**src/hdl/atast_pkg.sv**
```systemverilog
// Functional notes
// Task-file accesses on both channels use shared task-file timing; address setup is per drive on primary, shared on secondary.
// Task-file timing: upper nibble active clocks, lower nibble recovery clocks.
// Value 0xAF gives 10 active clocks and 1 recovery clock.
// Value 0x32 gives 3 active clocks and 3 recovery clocks.
// Recovery is never zero clocks; the minimum is one clock.
// Address-setup field sets setup before strobes; 0x40 gives 2 clocks.
// Secondary drives share one setup count in bits 7:6; program for slower drive.
// Per-drive registers indexed 0,1 primary master/slave, 2,3 secondary master/slave.
// Per-drive data timing sets PIO 16-bit and DMA acknowledge active/recovery nibbles.
// Value 0x3F gives 3 active clocks and 1 recovery clock.
// Multiword DMA runs only when both fast-DMA enable bits are zero.
// Software programs at least the PIO 0 minimum times.
// Software meets PIO 4 and multiword DMA 0 minimum times.
// Unspecified recovery is derived as cycle time minus active time.
// Counts are bus clocks; software rounds nanosecond minimums up.
// Software sets the drive mode before programming these timings.
// A drive with fast DMA enabled has its data timing register ignored.
// Access sequence: address and select, setup, active strobe, recovery. DMA cycles here skip select and setup.
package atast_pkg;

   // Register offsets.
   localparam logic [7:0] TF_TIMING_OFS  = 8'h52;
   localparam logic [7:0] D0_SETUP_OFS   = 8'h53;
   localparam logic [7:0] D0_DATA_OFS    = 8'h54;
   localparam logic [7:0] D1_SETUP_OFS   = 8'h55;
   localparam logic [7:0] D1_DATA_OFS    = 8'h56;
   localparam logic [7:0] SEC_SETUP_OFS  = 8'h57;
   localparam logic [7:0] D2_DATA_OFS    = 8'h58;
   localparam logic [7:0] D3_DATA_OFS    = 8'h5B;
   localparam logic [7:0] FDMA0_OFS      = 8'h70;
   localparam logic [7:0] FDMA1_OFS      = 8'h71;

   // Reset values.
   localparam logic [7:0] TIMING_RST     = 8'h00;
   localparam logic [1:0] SETUP_RST      = 2'h0;
   localparam logic [7:0] FDMA_RST       = 8'h00;

   // Field positions.
   localparam int SETUP_MSB = 7;
   localparam int SETUP_LSB = 6;
   localparam int ACT_MSB   = 7;
   localparam int ACT_LSB   = 4;
   localparam int REC_MSB   = 3;
   localparam int REC_LSB   = 0;

   typedef enum logic [1:0] {PH_IDLE, PH_SETUP, PH_ACTIVE, PH_RECOV} atast_phase_e;

   // Active nibble: value is the clock count, zero stands for sixteen.
   function automatic logic [4:0] atast_act_clk(input logic [3:0] nib);
      atast_act_clk = (nib == 4'h0) ? 5'h10 : {1'b0, nib};
   endfunction : atast_act_clk

   // Recovery nibble: value plus one, wrapping 0xF to the one-clock minimum.
   function automatic logic [4:0] atast_rec_clk(input logic [3:0] nib);
      atast_rec_clk = (nib == 4'hF) ? 5'h01 : {1'b0, nib} + 5'h01;
   endfunction : atast_rec_clk

endpackage : atast_pkg

```
**src/hdl/atast_core.sv**
```systemverilog
`timescale 1ns/100ps
module atast_core import atast_pkg::*; (
   // Clock and reset
   input  wire logic       sys_clk_i,
   input  wire logic       resetn_i,
   // Configuration access
   input  wire logic [7:0] cfg_addr_i,
   input  wire logic       cfg_wr_i,
   input  wire logic       cfg_rd_i,
   input  wire logic [7:0] cfg_wdata_i,
   output logic      [7:0] cfg_rdata_o,
   // Channel requests, bit 0 primary, bit 1 secondary
   input  wire logic [1:0] ch_req_i,
   input  wire logic [1:0] ch_drive_i,
   input  wire logic [1:0] ch_data_i,
   input  wire logic [1:0] ch_dma_i,
   input  wire logic [1:0] ch_write_i,
   // Drive side strobes and status
   output logic      [1:0] ch_cs_o,
   output logic      [1:0] ch_dior_n_o,
   output logic      [1:0] ch_diow_n_o,
   output logic      [1:0] ch_dmack_n_o,
   output logic      [1:0] ch_done_o,
   output logic      [1:0] ch_reject_o
);

   typedef struct packed {
      logic [7:0]            tf;
      logic [2:0][1:0]       setup;
      logic [3:0][7:0]       data;
      logic [1:0][7:0]       fdma;
      logic [7:0]            rdata;
      atast_phase_e [1:0]    phase;
      logic [1:0][4:0]       cnt;
      logic [1:0][4:0]       act;
      logic [1:0][4:0]       rec;
      logic [1:0][4:0]       low_len;
      logic [1:0][4:0]       rec_len;
      logic [1:0]            write;
      logic [1:0]            dma;
      logic [1:0]            cs;
      logic [1:0]            dior_n;
      logic [1:0]            diow_n;
      logic [1:0]            dmack_n;
      logic [1:0]            done;
      logic [1:0]            reject;
   } atast_state_s;

   atast_state_s q;
   atast_state_s n;
   logic [1:0]   accept;

   always_comb begin
      logic [1:0] idx;
      logic [7:0] tv;
      logic [2:0] su;
      logic       bulk;
      idx  = 2'h0;
      tv   = 8'h00;
      su   = 3'h0;
      bulk = 1'b0;
      n    = q;
      accept = 2'h0;

      if (cfg_wr_i) begin
         if (cfg_addr_i == TF_TIMING_OFS) begin
            n.tf = cfg_wdata_i;
         end else if (cfg_addr_i == D0_SETUP_OFS) begin
            n.setup[0] = cfg_wdata_i[SETUP_MSB:SETUP_LSB];
         end else if (cfg_addr_i == D0_DATA_OFS) begin
            n.data[0] = cfg_wdata_i;
         end else if (cfg_addr_i == D1_SETUP_OFS) begin
            n.setup[1] = cfg_wdata_i[SETUP_MSB:SETUP_LSB];
         end else if (cfg_addr_i == D1_DATA_OFS) begin
            n.data[1] = cfg_wdata_i;
         end else if (cfg_addr_i == SEC_SETUP_OFS) begin
            n.setup[2] = cfg_wdata_i[SETUP_MSB:SETUP_LSB];
         end else if (cfg_addr_i == D2_DATA_OFS) begin
            n.data[2] = cfg_wdata_i;
         end else if (cfg_addr_i == D3_DATA_OFS) begin
            n.data[3] = cfg_wdata_i;
         end else if (cfg_addr_i == FDMA0_OFS) begin
            n.fdma[0] = cfg_wdata_i;
         end else if (cfg_addr_i == FDMA1_OFS) begin
            n.fdma[1] = cfg_wdata_i;
         end
      end

      // Read data is held until the next read so software can sample late.
      if (cfg_rd_i) begin
         if (cfg_addr_i == TF_TIMING_OFS) begin
            n.rdata = q.tf;
         end else if (cfg_addr_i == D0_SETUP_OFS) begin
            n.rdata = {q.setup[0], 6'h00};
         end else if (cfg_addr_i == D0_DATA_OFS) begin
            n.rdata = q.data[0];
         end else if (cfg_addr_i == D1_SETUP_OFS) begin
            n.rdata = {q.setup[1], 6'h00};
         end else if (cfg_addr_i == D1_DATA_OFS) begin
            n.rdata = q.data[1];
         end else if (cfg_addr_i == SEC_SETUP_OFS) begin
            n.rdata = {q.setup[2], 6'h00};
         end else if (cfg_addr_i == D2_DATA_OFS) begin
            n.rdata = q.data[2];
         end else if (cfg_addr_i == D3_DATA_OFS) begin
            n.rdata = q.data[3];
         end else if (cfg_addr_i == FDMA0_OFS) begin
            n.rdata = q.fdma[0];
         end else if (cfg_addr_i == FDMA1_OFS) begin
            n.rdata = q.fdma[1];
         end else begin
            n.rdata = 8'h00;
         end
      end

      for (int c = 0; c < 2; c++) begin
         idx = {c[0], ch_drive_i[c]};
         bulk = ch_data_i[c] | ch_dma_i[c];
         n.done[c] = 1'b0;
         n.reject[c] = 1'b0;
         case (q.phase[c])
            PH_IDLE: begin
               if (ch_req_i[c]) begin
                  if ((bulk && q.fdma[c][ch_drive_i[c]]) ||
                      (ch_dma_i[c] && q.fdma[c][1:0] != 2'h0)) begin
                     n.reject[c] = 1'b1;
                  end else begin
                     accept[c] = 1'b1;
                     tv = bulk ? q.data[idx] : q.tf;
                     n.act[c] = atast_act_clk(tv[ACT_MSB:ACT_LSB]);
                     n.rec[c] = atast_rec_clk(tv[REC_MSB:REC_LSB]);
                     n.write[c] = ch_write_i[c];
                     n.dma[c] = ch_dma_i[c];
                     if (ch_dma_i[c]) begin
                        n.phase[c] = PH_ACTIVE;
                        n.cnt[c] = n.act[c] - 5'h01;
                     end else begin
                        su = (c == 1) ? {1'b0, q.setup[2]}
                                      : {1'b0, q.setup[ch_drive_i[c]]};
                        su = su + 3'h1;
                        n.phase[c] = PH_SETUP;
                        n.cnt[c] = {2'h0, su} - 5'h01;
                     end
                  end
               end
            end
            PH_SETUP: begin
               if (q.cnt[c] == 5'h00) begin
                  n.phase[c] = PH_ACTIVE;
                  n.cnt[c] = q.act[c] - 5'h01;
               end else begin
                  n.cnt[c] = q.cnt[c] - 5'h01;
               end
            end
            PH_ACTIVE: begin
               if (q.cnt[c] == 5'h00) begin
                  n.phase[c] = PH_RECOV;
                  n.cnt[c] = q.rec[c] - 5'h01;
               end else begin
                  n.cnt[c] = q.cnt[c] - 5'h01;
               end
            end
            PH_RECOV: begin
               if (q.cnt[c] == 5'h00) begin
                  n.phase[c] = PH_IDLE;
                  n.done[c] = 1'b1;
               end else begin
                  n.cnt[c] = q.cnt[c] - 5'h01;
               end
            end
            default: begin
               n.phase[c] = PH_IDLE;
            end
         endcase
         // Address and selects stay up through recovery on non-DMA accesses so the next access never
         // sees them move while a strobe could still be settling.
         n.cs[c] = (n.phase[c] != PH_IDLE) && !n.dma[c];
         n.dior_n[c] = !(n.phase[c] == PH_ACTIVE && !n.write[c]);
         n.diow_n[c] = !(n.phase[c] == PH_ACTIVE && n.write[c]);
         n.dmack_n[c] = !(n.phase[c] == PH_ACTIVE && n.dma[c]);
         n.low_len[c] = (q.phase[c] == PH_ACTIVE) ? q.low_len[c] + 5'h01 : 5'h00;
         n.rec_len[c] = (q.phase[c] == PH_RECOV) ? q.rec_len[c] + 5'h01 : 5'h00;
      end
   end

   always_ff @(posedge sys_clk_i) begin
      if (!resetn_i) begin
         q <= '0;
         q.tf <= TIMING_RST;
         q.setup <= {3{SETUP_RST}};
         q.data <= {4{TIMING_RST}};
         q.fdma <= {2{FDMA_RST}};
         q.dior_n <= 2'h3;
         q.diow_n <= 2'h3;
         q.dmack_n <= 2'h3;
      end else begin
         q <= n;
      end
   end

   assign cfg_rdata_o  = q.rdata;
   assign ch_cs_o      = q.cs;
   assign ch_dior_n_o  = q.dior_n;
   assign ch_diow_n_o  = q.diow_n;
   assign ch_dmack_n_o = q.dmack_n;
   assign ch_done_o    = q.done;
   assign ch_reject_o  = q.reject;

   for (genvar g = 0; g < 2; g++) begin : g_chk

   end
endmodule : atast_core

```
**config.mk**
```make
export PLATFORM = sky130hd
export DESIGN_NAME = atast_core
export DESIGN_NICKNAME = d
export VERILOG_FILES = /design/src/hdl/atast_pkg.sv /design/src/hdl/atast_core.sv
export SDC_FILE = /design/constraint.sdc
export NUM_CORES = 1
export LEC_CHECK = 0
export BUFFER_PORTS_ARGS = -buffer_cell sky130_fd_sc_hd__clkbuf_2
export CORE_AREA = 2 2 124 90
export CTS_CLUSTER_DIAMETER = 80
export DETAILED_ROUTE_END_ITERATION = 8
export DIE_AREA = 0 0 126 92
export PLACE_DENSITY = 0.84
export REMOVE_ABC_BUFFERS = 1
export SETUP_SLACK_MARGIN = 0.4
export SLEW_MARGIN = 20
export SYNTH_ARGS = -nofsm -noshare
export SYNTH_HDL_FRONTEND = slang
export SYNTH_SLANG_ARGS = --single-unit
export TNS_END_PERCENT = 1
```
**constraint.sdc**
```tcl
create_clock -name sys_clk_i -period 5.1 [get_ports sys_clk_i]
set_input_delay 1.275 -clock sys_clk_i [delete_from_list [all_inputs] [get_ports sys_clk_i]]
set_output_delay 1.275 -clock sys_clk_i [all_outputs]
set_load 0.005 [all_outputs]
```
* After elaboration in Yosys (flattened, before gate mapping)
Index checks and enable logic that the tools add are counted.
** Storage, ports and cells
- Bits in registers :: 120
- Bits of input ports :: 30
- Output and inout port bits :: 20
** Operators by class
- $add $sub $neg :: 14
- Magnitude comparators :: 5
- Eq/ne operators :: 26
- Multiplexer cells :: 70
- Bitwise gates (word level) :: 13
- Reduce and logical (&&, ||, !) cells :: 52
** Operator list (number)
- two-way mux 8 bit :: 16
- equality test 8 x 7 -> 1 bit, second input constant :: 10
- two-way mux 5 bit :: 16
- case mux 5 bit (4 select lines) :: 2
- subtractor 5 x 1 -> 5 bit, second input constant :: 8
- two-way mux 2 bit :: 14
- AND reduction 3 bit :: 7
- two-way mux 1 bit :: 20
- case mux 2 bit (4 select lines) :: 2
- equality test 2 bit, second input constant :: 6
- logical AND 1 bit :: 12
- inequality test 2 bit, second input constant :: 6
- inverter 1 bit :: 11
- AND reduction 11 bit :: 1
- adder 4 x 1 -> 5 bit, second input constant :: 2
- logical NOT 1 bit :: 10
- logical NOT 5 bit :: 2
- AND reduction 10 bit :: 1
- AND reduction 9 bit :: 1
- equality test 4 bit, second input constant :: 2
- logical NOT 4 bit :: 2
- less-than comparator 1 x 4 -> 1 bit, second input constant :: 2
- AND reduction 8 bit :: 1
- nonzero test 2 bit :: 4
- other kinds (13) :: 22

* Depth between registers and ports, before layout
Gate-level depths: netlist of run 1.
- Depth after elaboration :: 11
- Depth in mapped cells :: 9
- Mapped depth without buffers :: 7

* Worst setup path after synthesis of run 1
No wires, ideal clock.
- Path kind :: input to register
- Start :: in ch_dma_i[0]
- End :: reg q[56] (netlist name)
- Library setup time :: 91 ps
- Arrival time :: 2937 ps
- Required time :: 5009 ps
- Path slack :: 2072 ps
- Stages :: 9
- Cell sequence :: buf_2 or2_1 buf_6 mux2i_2 ha_1 inv_1 a2111oi_2 o211ai_1 a311oi_1
** Between the ends
- Cells in the longest elaborated chain, start to end :: 9
** Ends and longest elaborated chain
- start, declared :: RTL line atast_core.sv:16 : input wire logic [1:0] ch_dma_i,
- OR 1 bit :: RTL line atast_core.sv:118 : bulk = ch_data_i[c] | ch_dma_i[c];
- two-way mux 8 bit :: RTL line atast_core.sv:129 : tv = bulk ? q.data[idx] : q.tf;
- logical NOT 4 bit :: RTL line atast_pkg.sv:51 : atast_act_clk = (nib == 4'h0) ? 5'h10 : {1'b0, nib};
- two-way mux 5 bit :: RTL line atast_pkg.sv:51
- subtractor 5 x 1 -> 5 bit :: RTL line atast_core.sv:136 : n.cnt[c] = n.act[c] - 5'h01;
- two-way mux 5 bit :: RTL line atast_core.sv:134 : if (ch_dma_i[c]) begin
- two-way mux 5 bit :: RTL line atast_core.sv:124 : if ((bulk && q.fdma[c][ch_drive_i[c]]) ||
- two-way mux 5 bit :: RTL line atast_core.sv:123 : if (ch_req_i[c]) begin
- case mux 5 bit (4 select lines) :: RTL line atast_core.sv:121 : case (q.phase[c])
- end signal, assigned :: RTL line atast_core.sv:197 : q <= n;
- end, declared :: RTL line atast_core.sv:49 : atast_state_s q;
Several ways; a longest one is shown, not always the timed one. The select of a mux whose other input is x is not followed.
A chain may end at the register's enable or synchronous reset.

* Worst setup path after layout of run 1
Ends and elaborated chain as after synthesis.

==> metrics.md, run 1 <==
| Metric | Value |
|---|---|
| Status | finished clean |
| Post-cts resize count | 0 |
| RR Endpoint | q[46]$_SDFFE_PN0P_ |
| CTS Buf Count | 17 |
| Highest Clock Rate | 0.309 GHz |
| M3 GR Usage | 10.1% |
| Drt first-iter violations | 918 |
| Count of final setup violators | 0 |
| Via count | 6033 |
| Unrepaired setup endpoints after global routing | false |
| Final TNS setup | 0 ps |
| ANT nets after route | 0 |
| Synth Register Bits | 118 |
| Register area | 0.00236 mm² |
| Crit path max-delay family | compound AO/OA/AOI/OAI gates |
| Global route hottest layer | met2 |
| Synthesized area | 0.00662 mm² |
| Post-CTS Setup Bufs | 0 |
| Clock tree buffer depth | 2 |
| Vias in the first global route | 5716 |
| Die W | 126 µm |
| Worst hold-check path type | reg -> reg |
| Slowest CP cell | or2_1 |
| Layout cell share with drive strength beyond 1 | 15.2% |
| Gr usage total | 32.5% |
| Worst hold path cell count | 2 |
| Gate Count Post-Synth | 765 |
| Seq/Total Area, Yosys | 35.7% |
| Multi-input logic area | 0.00380 mm² |
| CTS tree | built |
| Cells along the critical path | clkbuf_2 > or2_1 > mux2i_2 > ha_1 > inv_1 > a2111oi_2 > o211ai_1 > a311oi_1 |
| Critical path type | in -> reg |
| Reg-to-reg startpoint | q[66]$_SDFF_PN0_ |
| Clock Pin Slew Worst Setup and Hold Paths | 50 ps |
| Routed len/inst | 20.1 µm |
| Max Cap Viol | 0 |
| Yosys warnings | 0 |
| Max VDD drop | 0.000249 V |
| Core ar. | 0.0106 mm² |
| Unique masters post-synth | 74 |
| Post-synth EDFFs | 0 |
| Root Driver | clkbuf_16 |
| Post-synth top area share | 35.7% |
| Final Hold Fails | 0 |
| Initial Utilization | 62.6% |
| Worst Path Buf+Inv | 2 |
| Pre-antenna DRT Iters | 6 |
| Placer Congestion | 0.923 |
| Non-Filler Instances | 918 |
| Crit-path max FO | 17 |
| # H-tree levels | 4 |
| DP HPWL | 12900 µm |
| Vias/cell | 6.57 |
| WL final | 18400 µm |
| Startpoint Class | input pin |
| Hold path endpoint | q[109]$_SDFFE_PN0P_ |
| CTS Sinks | 118 |
| Max stage delay on crit path | 440 ps |
| Core Rows | 32 |
| Worst skew pair latency | 420 ps |
| Inst Count DP | 886 |
| Die height | 92 µm |
| Area growth syn-to-layout | 10.5% |
| Period minus WS final | 3240 ps |
| Final slew viol count | 0 |
| M2 GR Usage | 46.6% |
| Leakage | 3.05 nW |
| Post-synth top area cell | dfxtp_1 |
| Largest net degree at the start of global routing | 63 |
| Initial antenna violation count | 0 |
| I/O pin cnt | 50 |
| N_diodes | 0 |
| Clock Skews | 9.22 ps |
| Synth area leaders | dfxtp_1 (36%), mux2i_1 (13%), nor2_1 (4.9%), a21oi_1 (4.8%), nand2_1 (2.6%) |
| # hold bufs at CTS | 0 |
| DRC Markers | 0 |
| R2R setup slack | 2570 ps |
| Worst Setup End Kind | flop |
| Primary FF master, synth | dfxtp_1 |
| Hold Crit Start | q[109]$_SDFFE_PN0P_ |
| Rel. slew slack | 40.7% |
| Mean Syn Cell Area | 8.65 µm² |
| Period utilization | 63.4% |
| Crit path DAT | 3560 ps |
| GRT overflow | 0 |
| DIE AREA | 0.0116 mm² |
| CP Data Required Time | 5420 ps |
| Worst Tran Pin Value | 888 ps |
| Met1 usage | 46.2% |
| Final nets | 811 |
| Worst-case reg-to-reg path depth | 4 |
| Fill count | 815 |
| First-pass GRT wire length | 29700 µm |
| Power per cell area | 394 mW/mm² |
| Post-synth ARST share | 0% |
| IO buf count | 49 |
==> cell type report <==
cell class,instances,share of cell area (%)
clock inverters,12,2.07
multi-input cells,556,52.0
flip-flops and latches,118,32.3
repair buffers,53,3.77
clock buffers,20,6.38
well taps,136,2.33
inverters,23,1.18
==> layer usage <==
| layer | wire length, µm | part of all wire, % |
|---|---|---|
| met1 | 7900 | 43 |
| met2 | 7680 | 42 |
| met3 | 2390 | 13 |
| met4 | 456 | 2.5 |
| met5 | 0 | 0 |
==> worst max path at each step <==
stage                    endpoint          start  slack, ps  depth (start not counted)
2_1_floorplan  q[86]$_SDFFE_PN0P_  cfg_addr_i[7]       1430                          5
3_3_place_gp   q[56]$_SDFFE_PN0P_    ch_dma_i[0]       1700                          8
3_5_place_dp   q[56]$_SDFFE_PN0P_    ch_dma_i[0]       1500                          8
4_1_cts        q[56]$_SDFFE_PN0P_    ch_dma_i[0]       1910                          8
5_1_grt        q[56]$_SDFFE_PN0P_    ch_dma_i[0]       1610                          8
6_report       q[56]$_SDFFE_PN0P_    ch_dma_i[0]       1860                          8
==> worst reg2reg max path: cells and delay by family, from the launching register on <==
kind,cells,cell delay (ps)
compound gates,1,180
flops,1,470
simple gates,3,1800
==> cell usage in the layout, fill, tap and decap left out, drive strengths merged, types with 5 or more instances in the layout <==
cell and n:
nand2 46, clkbuf 69, a21oi 64, and2 9, a31oi 18, inv 23, nor3b 7, or2 6
a221oi 5, dfxtp 118, o211ai 9, nand3 14, nor4b 5, clkinvlp 5, xnor2 14, nand4 6
and3 9, nor3 25, nor2 89, a21o 6, a211oi 6, mux2i 90, mux2 11, ha 12
xor2 6, nor2b 6, o21ai 30
==> synth_stat cells (all sizes together), types with 3 or more instances <==
| master | number |
|---|---|
| o31ai | 4 |
| nor3 | 25 |
| o211ai | 9 |
| nor2b | 6 |
| a22o | 4 |
| dfxtp | 118 |
| or2 | 6 |
| ha | 12 |
| a221oi | 5 |
| o22ai | 3 |
| o21ai | 30 |
| nor3b | 7 |
| mux2 | 11 |
| a21o | 6 |
| nand2b | 3 |
| nor2 | 89 |
| clkbuf | 29 |
| mux2i | 90 |
| buf | 39 |
| xor2 | 6 |
| nor4b | 5 |
| a21oi | 64 |
| nand3 | 14 |
| a31oi | 18 |
| a222oi | 3 |
| or3 | 4 |
| nand2 | 46 |
| and3 | 9 |
| a311oi | 4 |
| nand4 | 6 |
| a211oi | 6 |
| a221o | 4 |
| inv | 23 |
| a21boi | 3 |
| xnor2 | 14 |
| and2 | 9 |
==> stage by stage <==
| stage | setup slack [ps] | cell area (µm²) | total power, mW | util [%] | hold slack (ps) |
|---|---|---|---|---|---|
| floorplan | 1430 | 6250 | 1.45 | - | 438 |
| global placement | 1700 | 6690 | 1.61 | 63.3 | 449 |
| detailed placement | 1500 | 6690 | 1.63 | 63.3 | 468 |
| CTS | 1910 | 7310 | 2.86 | 69.2 | 477 |
| global route | 1610 | 7310 | 2.98 | 69.2 | 495 |
| finish | 1860 | 7310 | 2.88 | 69.2 | 481 |
==> power breakdown <==
| group | leakage, nW | switching [mW] | internal [mW] |
|---|---|---|---|
| Clock | 0.290 | 0.438 | 0.804 |
| Combinational | 1.80 | 0.340 | 0.238 |
| Sequential | 0.959 | 0.0788 | 0.980 |
==> cell families after synthesis <==
| family | count (synthesis) | share of synthesized area [%] |
|---|---|---|
| AND/OR/NAND/NOR | 243 | 18.9 |
| AO/OA/AOI/OAI | 178 | 17.3 |
| flip-flops | 118 | 35.7 |
| multiplexers | 103 | 16.2 |
| buffers and inverters | 91 | 6.90 |
| XOR/XNOR | 20 | 2.65 |
| adder cells (fa/ha/maj) | 12 | 2.27 |
==> flip-flops by register name (all words and copies together) (netlist names) <==
register / count
ch_diow_n_o: 2
ch_done_o: 2
ch_cs_o: 2
ch_reject_o: 2
q: 98
ch_dmack_n_o: 2
cfg_rdata_o: 8
ch_dior_n_o: 2
Power figures use the tool's default switching activity.
==> inputs of run 2 (changes only) <==
--- a/config.mk
+++ b/config.mk
@@ -6,11 +6,11 @@
 export NUM_CORES = 1
 export LEC_CHECK = 0
 export BUFFER_PORTS_ARGS = -buffer_cell sky130_fd_sc_hd__clkbuf_2
-export CORE_AREA = 2 2 124 90
+export CORE_AREA = 2 2 135 97
 export CTS_CLUSTER_DIAMETER = 80
 export DETAILED_ROUTE_END_ITERATION = 8
-export DIE_AREA = 0 0 126 92
-export PLACE_DENSITY = 0.84
+export DIE_AREA = 0 0 137 99
+export PLACE_DENSITY = 0.76
 export REMOVE_ABC_BUFFERS = 1
 export SETUP_SLACK_MARGIN = 0.4
 export SLEW_MARGIN = 20
==> constraint.sdc (replaced) <==
create_clock -name sys_clk_i -period 2.8 [get_ports sys_clk_i]
set_input_delay 0.7 -clock sys_clk_i [delete_from_list [all_inputs] [get_ports sys_clk_i]]
set_output_delay 0.7 -clock sys_clk_i [all_outputs]
set_load 0.005 [all_outputs]
==> metrics.md, run 2 (synthesis gave the netlist of run 1 again) <==
| Metric | Value |
|---|---|
| Final nets | 833 (+2.7%) |
| IO buf count | 49 (unchanged) |
| Slowest CP cell | mux2i_1 |
| Critical path depth | 8 (unchanged) |
| Crit path DAT | 2540 ps (-1020 ps) |
| RR Endpoint | q[56]$_SDFFE_PN0P_ |
| Max VDD drop | 0.000551 V (+120%) |
| Gr usage total | 28.6% (-3.9 points) |
| I/O pin cnt | 50 (unchanged) |
| GRT overflow | 0 (unchanged) |
| Final Core Density | 62.1% (-7.1 points) |
| R2R setup slack | 660 ps (-1910 ps) |
| DIE AREA | 0.0136 mm² (+17%) |
| N_diodes | 0 (unchanged) |
| Fill count | 1051 (+29%) |
| Clock Skews | 6.71 ps (-2.51 ps) |
| Leakage | 3.20 nW (+4.8%) |
| Flop pwr share | 35.4% (-1.4 points) |
| Largest net degree at the start of global routing | 62 (-1.6%) |
| Root Driver | clkbuf_16 |
| Sw Share | 28.3% (-1.5 points) |
| Status | finished clean |
| Worst hold-check path type | reg -> reg |
| Die height | 99 µm (+7.6%) |
| Max Used Layer | met4 |
| CTS Buf Count | 17 (unchanged) |
| Max stage delay on crit path | 380 ps (-60 ps) |
| Core Rows | 34 (+6.3%) |
| Pre-antenna DRT Iters | 5 (-1) |
| Vias in the first global route | 5695 (-0.37%) |
| Startpoint Class | input pin |
| Worst Tran Pin Value | 702 ps (-185 ps) |
| Unrepaired setup endpoints after global routing | false |
| Count of final setup violators | 0 (unchanged) |
| Crit path from | ch_dma_i[0] |
| Rel. slew slack | 53.1% (+12 points) |
| # H-tree levels | 4 (unchanged) |
| Drt first-iter violations | 718 (-22%) |
| Die W | 137 µm (+8.7%) |
| Clock tree buffer depth | 2 (unchanged) |
| DP HPWL | 13600 µm (+5.7%) |
| Metal-1 WL | 8820 µm (+12%) |
| Max Cap Viol | 0 (unchanged) |
| CTS tree | built |
| Worst skew pair latency | 410 ps (about the same) |
| Biggest register | q |
| Switching power | 1.54 mW (+80%) |
| Crit-path max FO | 6 (-11) |
| Crit path max-delay family | compound AO/OA/AOI/OAI gates |
| Reg-to-reg startpoint | q[56]$_SDFFE_PN0P_ |
| Initial antenna violation count | 0 (unchanged) |
| Worst Path Buf+Inv | 2 (unchanged) |
| Most frequent cells in the layout | dfxtp_1 (118), mux2i_1 (89), nor2_1 (87) |
| Final Hold Fails | 0 (unchanged) |
| Area growth syn-to-layout | 14.9% |
| Clock power frac | 45.2% (+2.1 points) |
| Commonest non-fill, non-tap cell in the layout | dfxtp_1 |
| CTS Sinks | 118 (unchanged) |
| Via count | 6067 (+0.56%) |
| Period utilization | 79.3% |
| DRC Markers | 0 (unchanged) |
| Comb power frac | 19.4% (-0.7 points) |
| CP Data Required Time | 3120 ps (-2300 ps) |
| Critical path type | in -> reg |
| Min Hold Slack | 480 ps (-0.893 ps) |
| Final slew viol count | 0 (unchanged) |
| Initial Utilization | 54.0% (-8.6 points) |
| Cells along the critical path | clkbuf_2 > or2_1 > mux2i_1 > ha_1 > inv_1 > a2111oi_4 > o211ai_1 > a311oi_1 |
| DR WL met2 | 7940 µm (+3.4%) |
| Highest Clock Rate | 0.450 GHz |
| Cell Int Power | 3.91 mW (+93%) |
| Max FFs per register | 98 (unchanged) |
| # hold bufs at CTS | 0 (unchanged) |
| Period minus WS final | 2220 ps |
| Layout cell share with drive strength beyond 1 | 17.5% (+2.3 points) |
| Vias/cell | 6.28 (-4.4%) |
| Met3 wire length | 1740 µm (-27%) |
| WL final | 18800 µm (+2.1%) |
| Worst-case reg-to-reg path depth | 7 (+3) |
| Power per cell area | 717 mW/mm² (+82%) |
| ANT nets after route | 0 (unchanged) |
| Setup crit end | q[56]$_SDFFE_PN0P_ |
| Core ar. | 0.0123 mm² (+16%) |
| Routed len/inst | 19.5 µm (-3.0%) |
| Placer Congestion | 0.988 (+7.0%) |
| Worst Setup End Kind | flop |
| Final TNS setup | 0 ps (unchanged) |
| First-pass GRT wire length | 30000 µm (+0.86%) |
| Clock Pin Slew Worst Setup and Hold Paths | 50 ps (about the same) |
-- run 2: cell types whose count changed in the layout (fill, tap and decap cells not counted), sizes merged --
cell,change
clkbuf,+1
clkinv,-1
bufinv,+2
clkinvlp,-2
buf,+22
-- run 2: area by class of cell --
class	count	area [µm²]	share of cell area, %
timing repair buffer	75	465	6.12
tap	162	203	2.67
clock buffer	21	480	6.32
multi-input combinational	556	3810	50.1
clock inverter	11	195	2.57
inverter	23	86.3	1.14
sequential	118	2360	31.1
-- run 2: layer usage --
metal,GRT usage (%),vias to the layer above
li1,-,2801
met1,42.5,2943
met2,40.5,293
met3,6.89,30
met4,9.28,0
met5,0,-
-- run 2: through the flow --
step	power [mW]	worst slack, ps	std cells	cell area [µm²]
6_report	5.45	579	966	7600
3_3_place_gp	2.96	276	934	6920
2_1_floorplan	2.64	-293	697	6250
5_1_grt	5.67	392	966	7600
3_5_place_dp	2.98	97.5	934	6920
4_1_cts	5.44	553	966	7590
-- run 2: power by group through the flow --
stage	logic (mW)	clock network, mW	registers [mW]
5_1_grt	1.16	2.56	1.94
3_3_place_gp	1.01	0	1.95
2_1_floorplan	0.719	0	1.92
4_1_cts	1.03	2.48	1.92
3_5_place_dp	1.02	0	1.96
6_report	1.06	2.47	1.93
-- run 2: worst min-delay path by stage --
stage	from	end	cells past startpoint
floorplan	q[108]$_SDFFE_PN0P_	q[108]$_SDFFE_PN0P_	2
global placement	q[102]$_SDFFE_PN0P_	q[102]$_SDFFE_PN0P_	2
detailed placement	q[102]$_SDFFE_PN0P_	q[102]$_SDFFE_PN0P_	2
CTS	q[102]$_SDFFE_PN0P_	q[102]$_SDFFE_PN0P_	2
global route	q[102]$_SDFFE_PN0P_	q[102]$_SDFFE_PN0P_	2
finish	q[102]$_SDFFE_PN0P_	q[102]$_SDFFE_PN0P_	2
-- run 2: repair_timing --
action	in CTS	in global routing
setup buffers	0	0
endpoints found under the hold margin	0	0
endpoints found under the setup margin	0	1
resized for setup	0	1
-- run 2: tightest hold or removal path, delay by kind of cell (launching register included) --
kind               cells  cell delay [ps]
AOI/OAI and AO/OA      1               60
DFF                    1              320
and+or+nand+nor        1               60
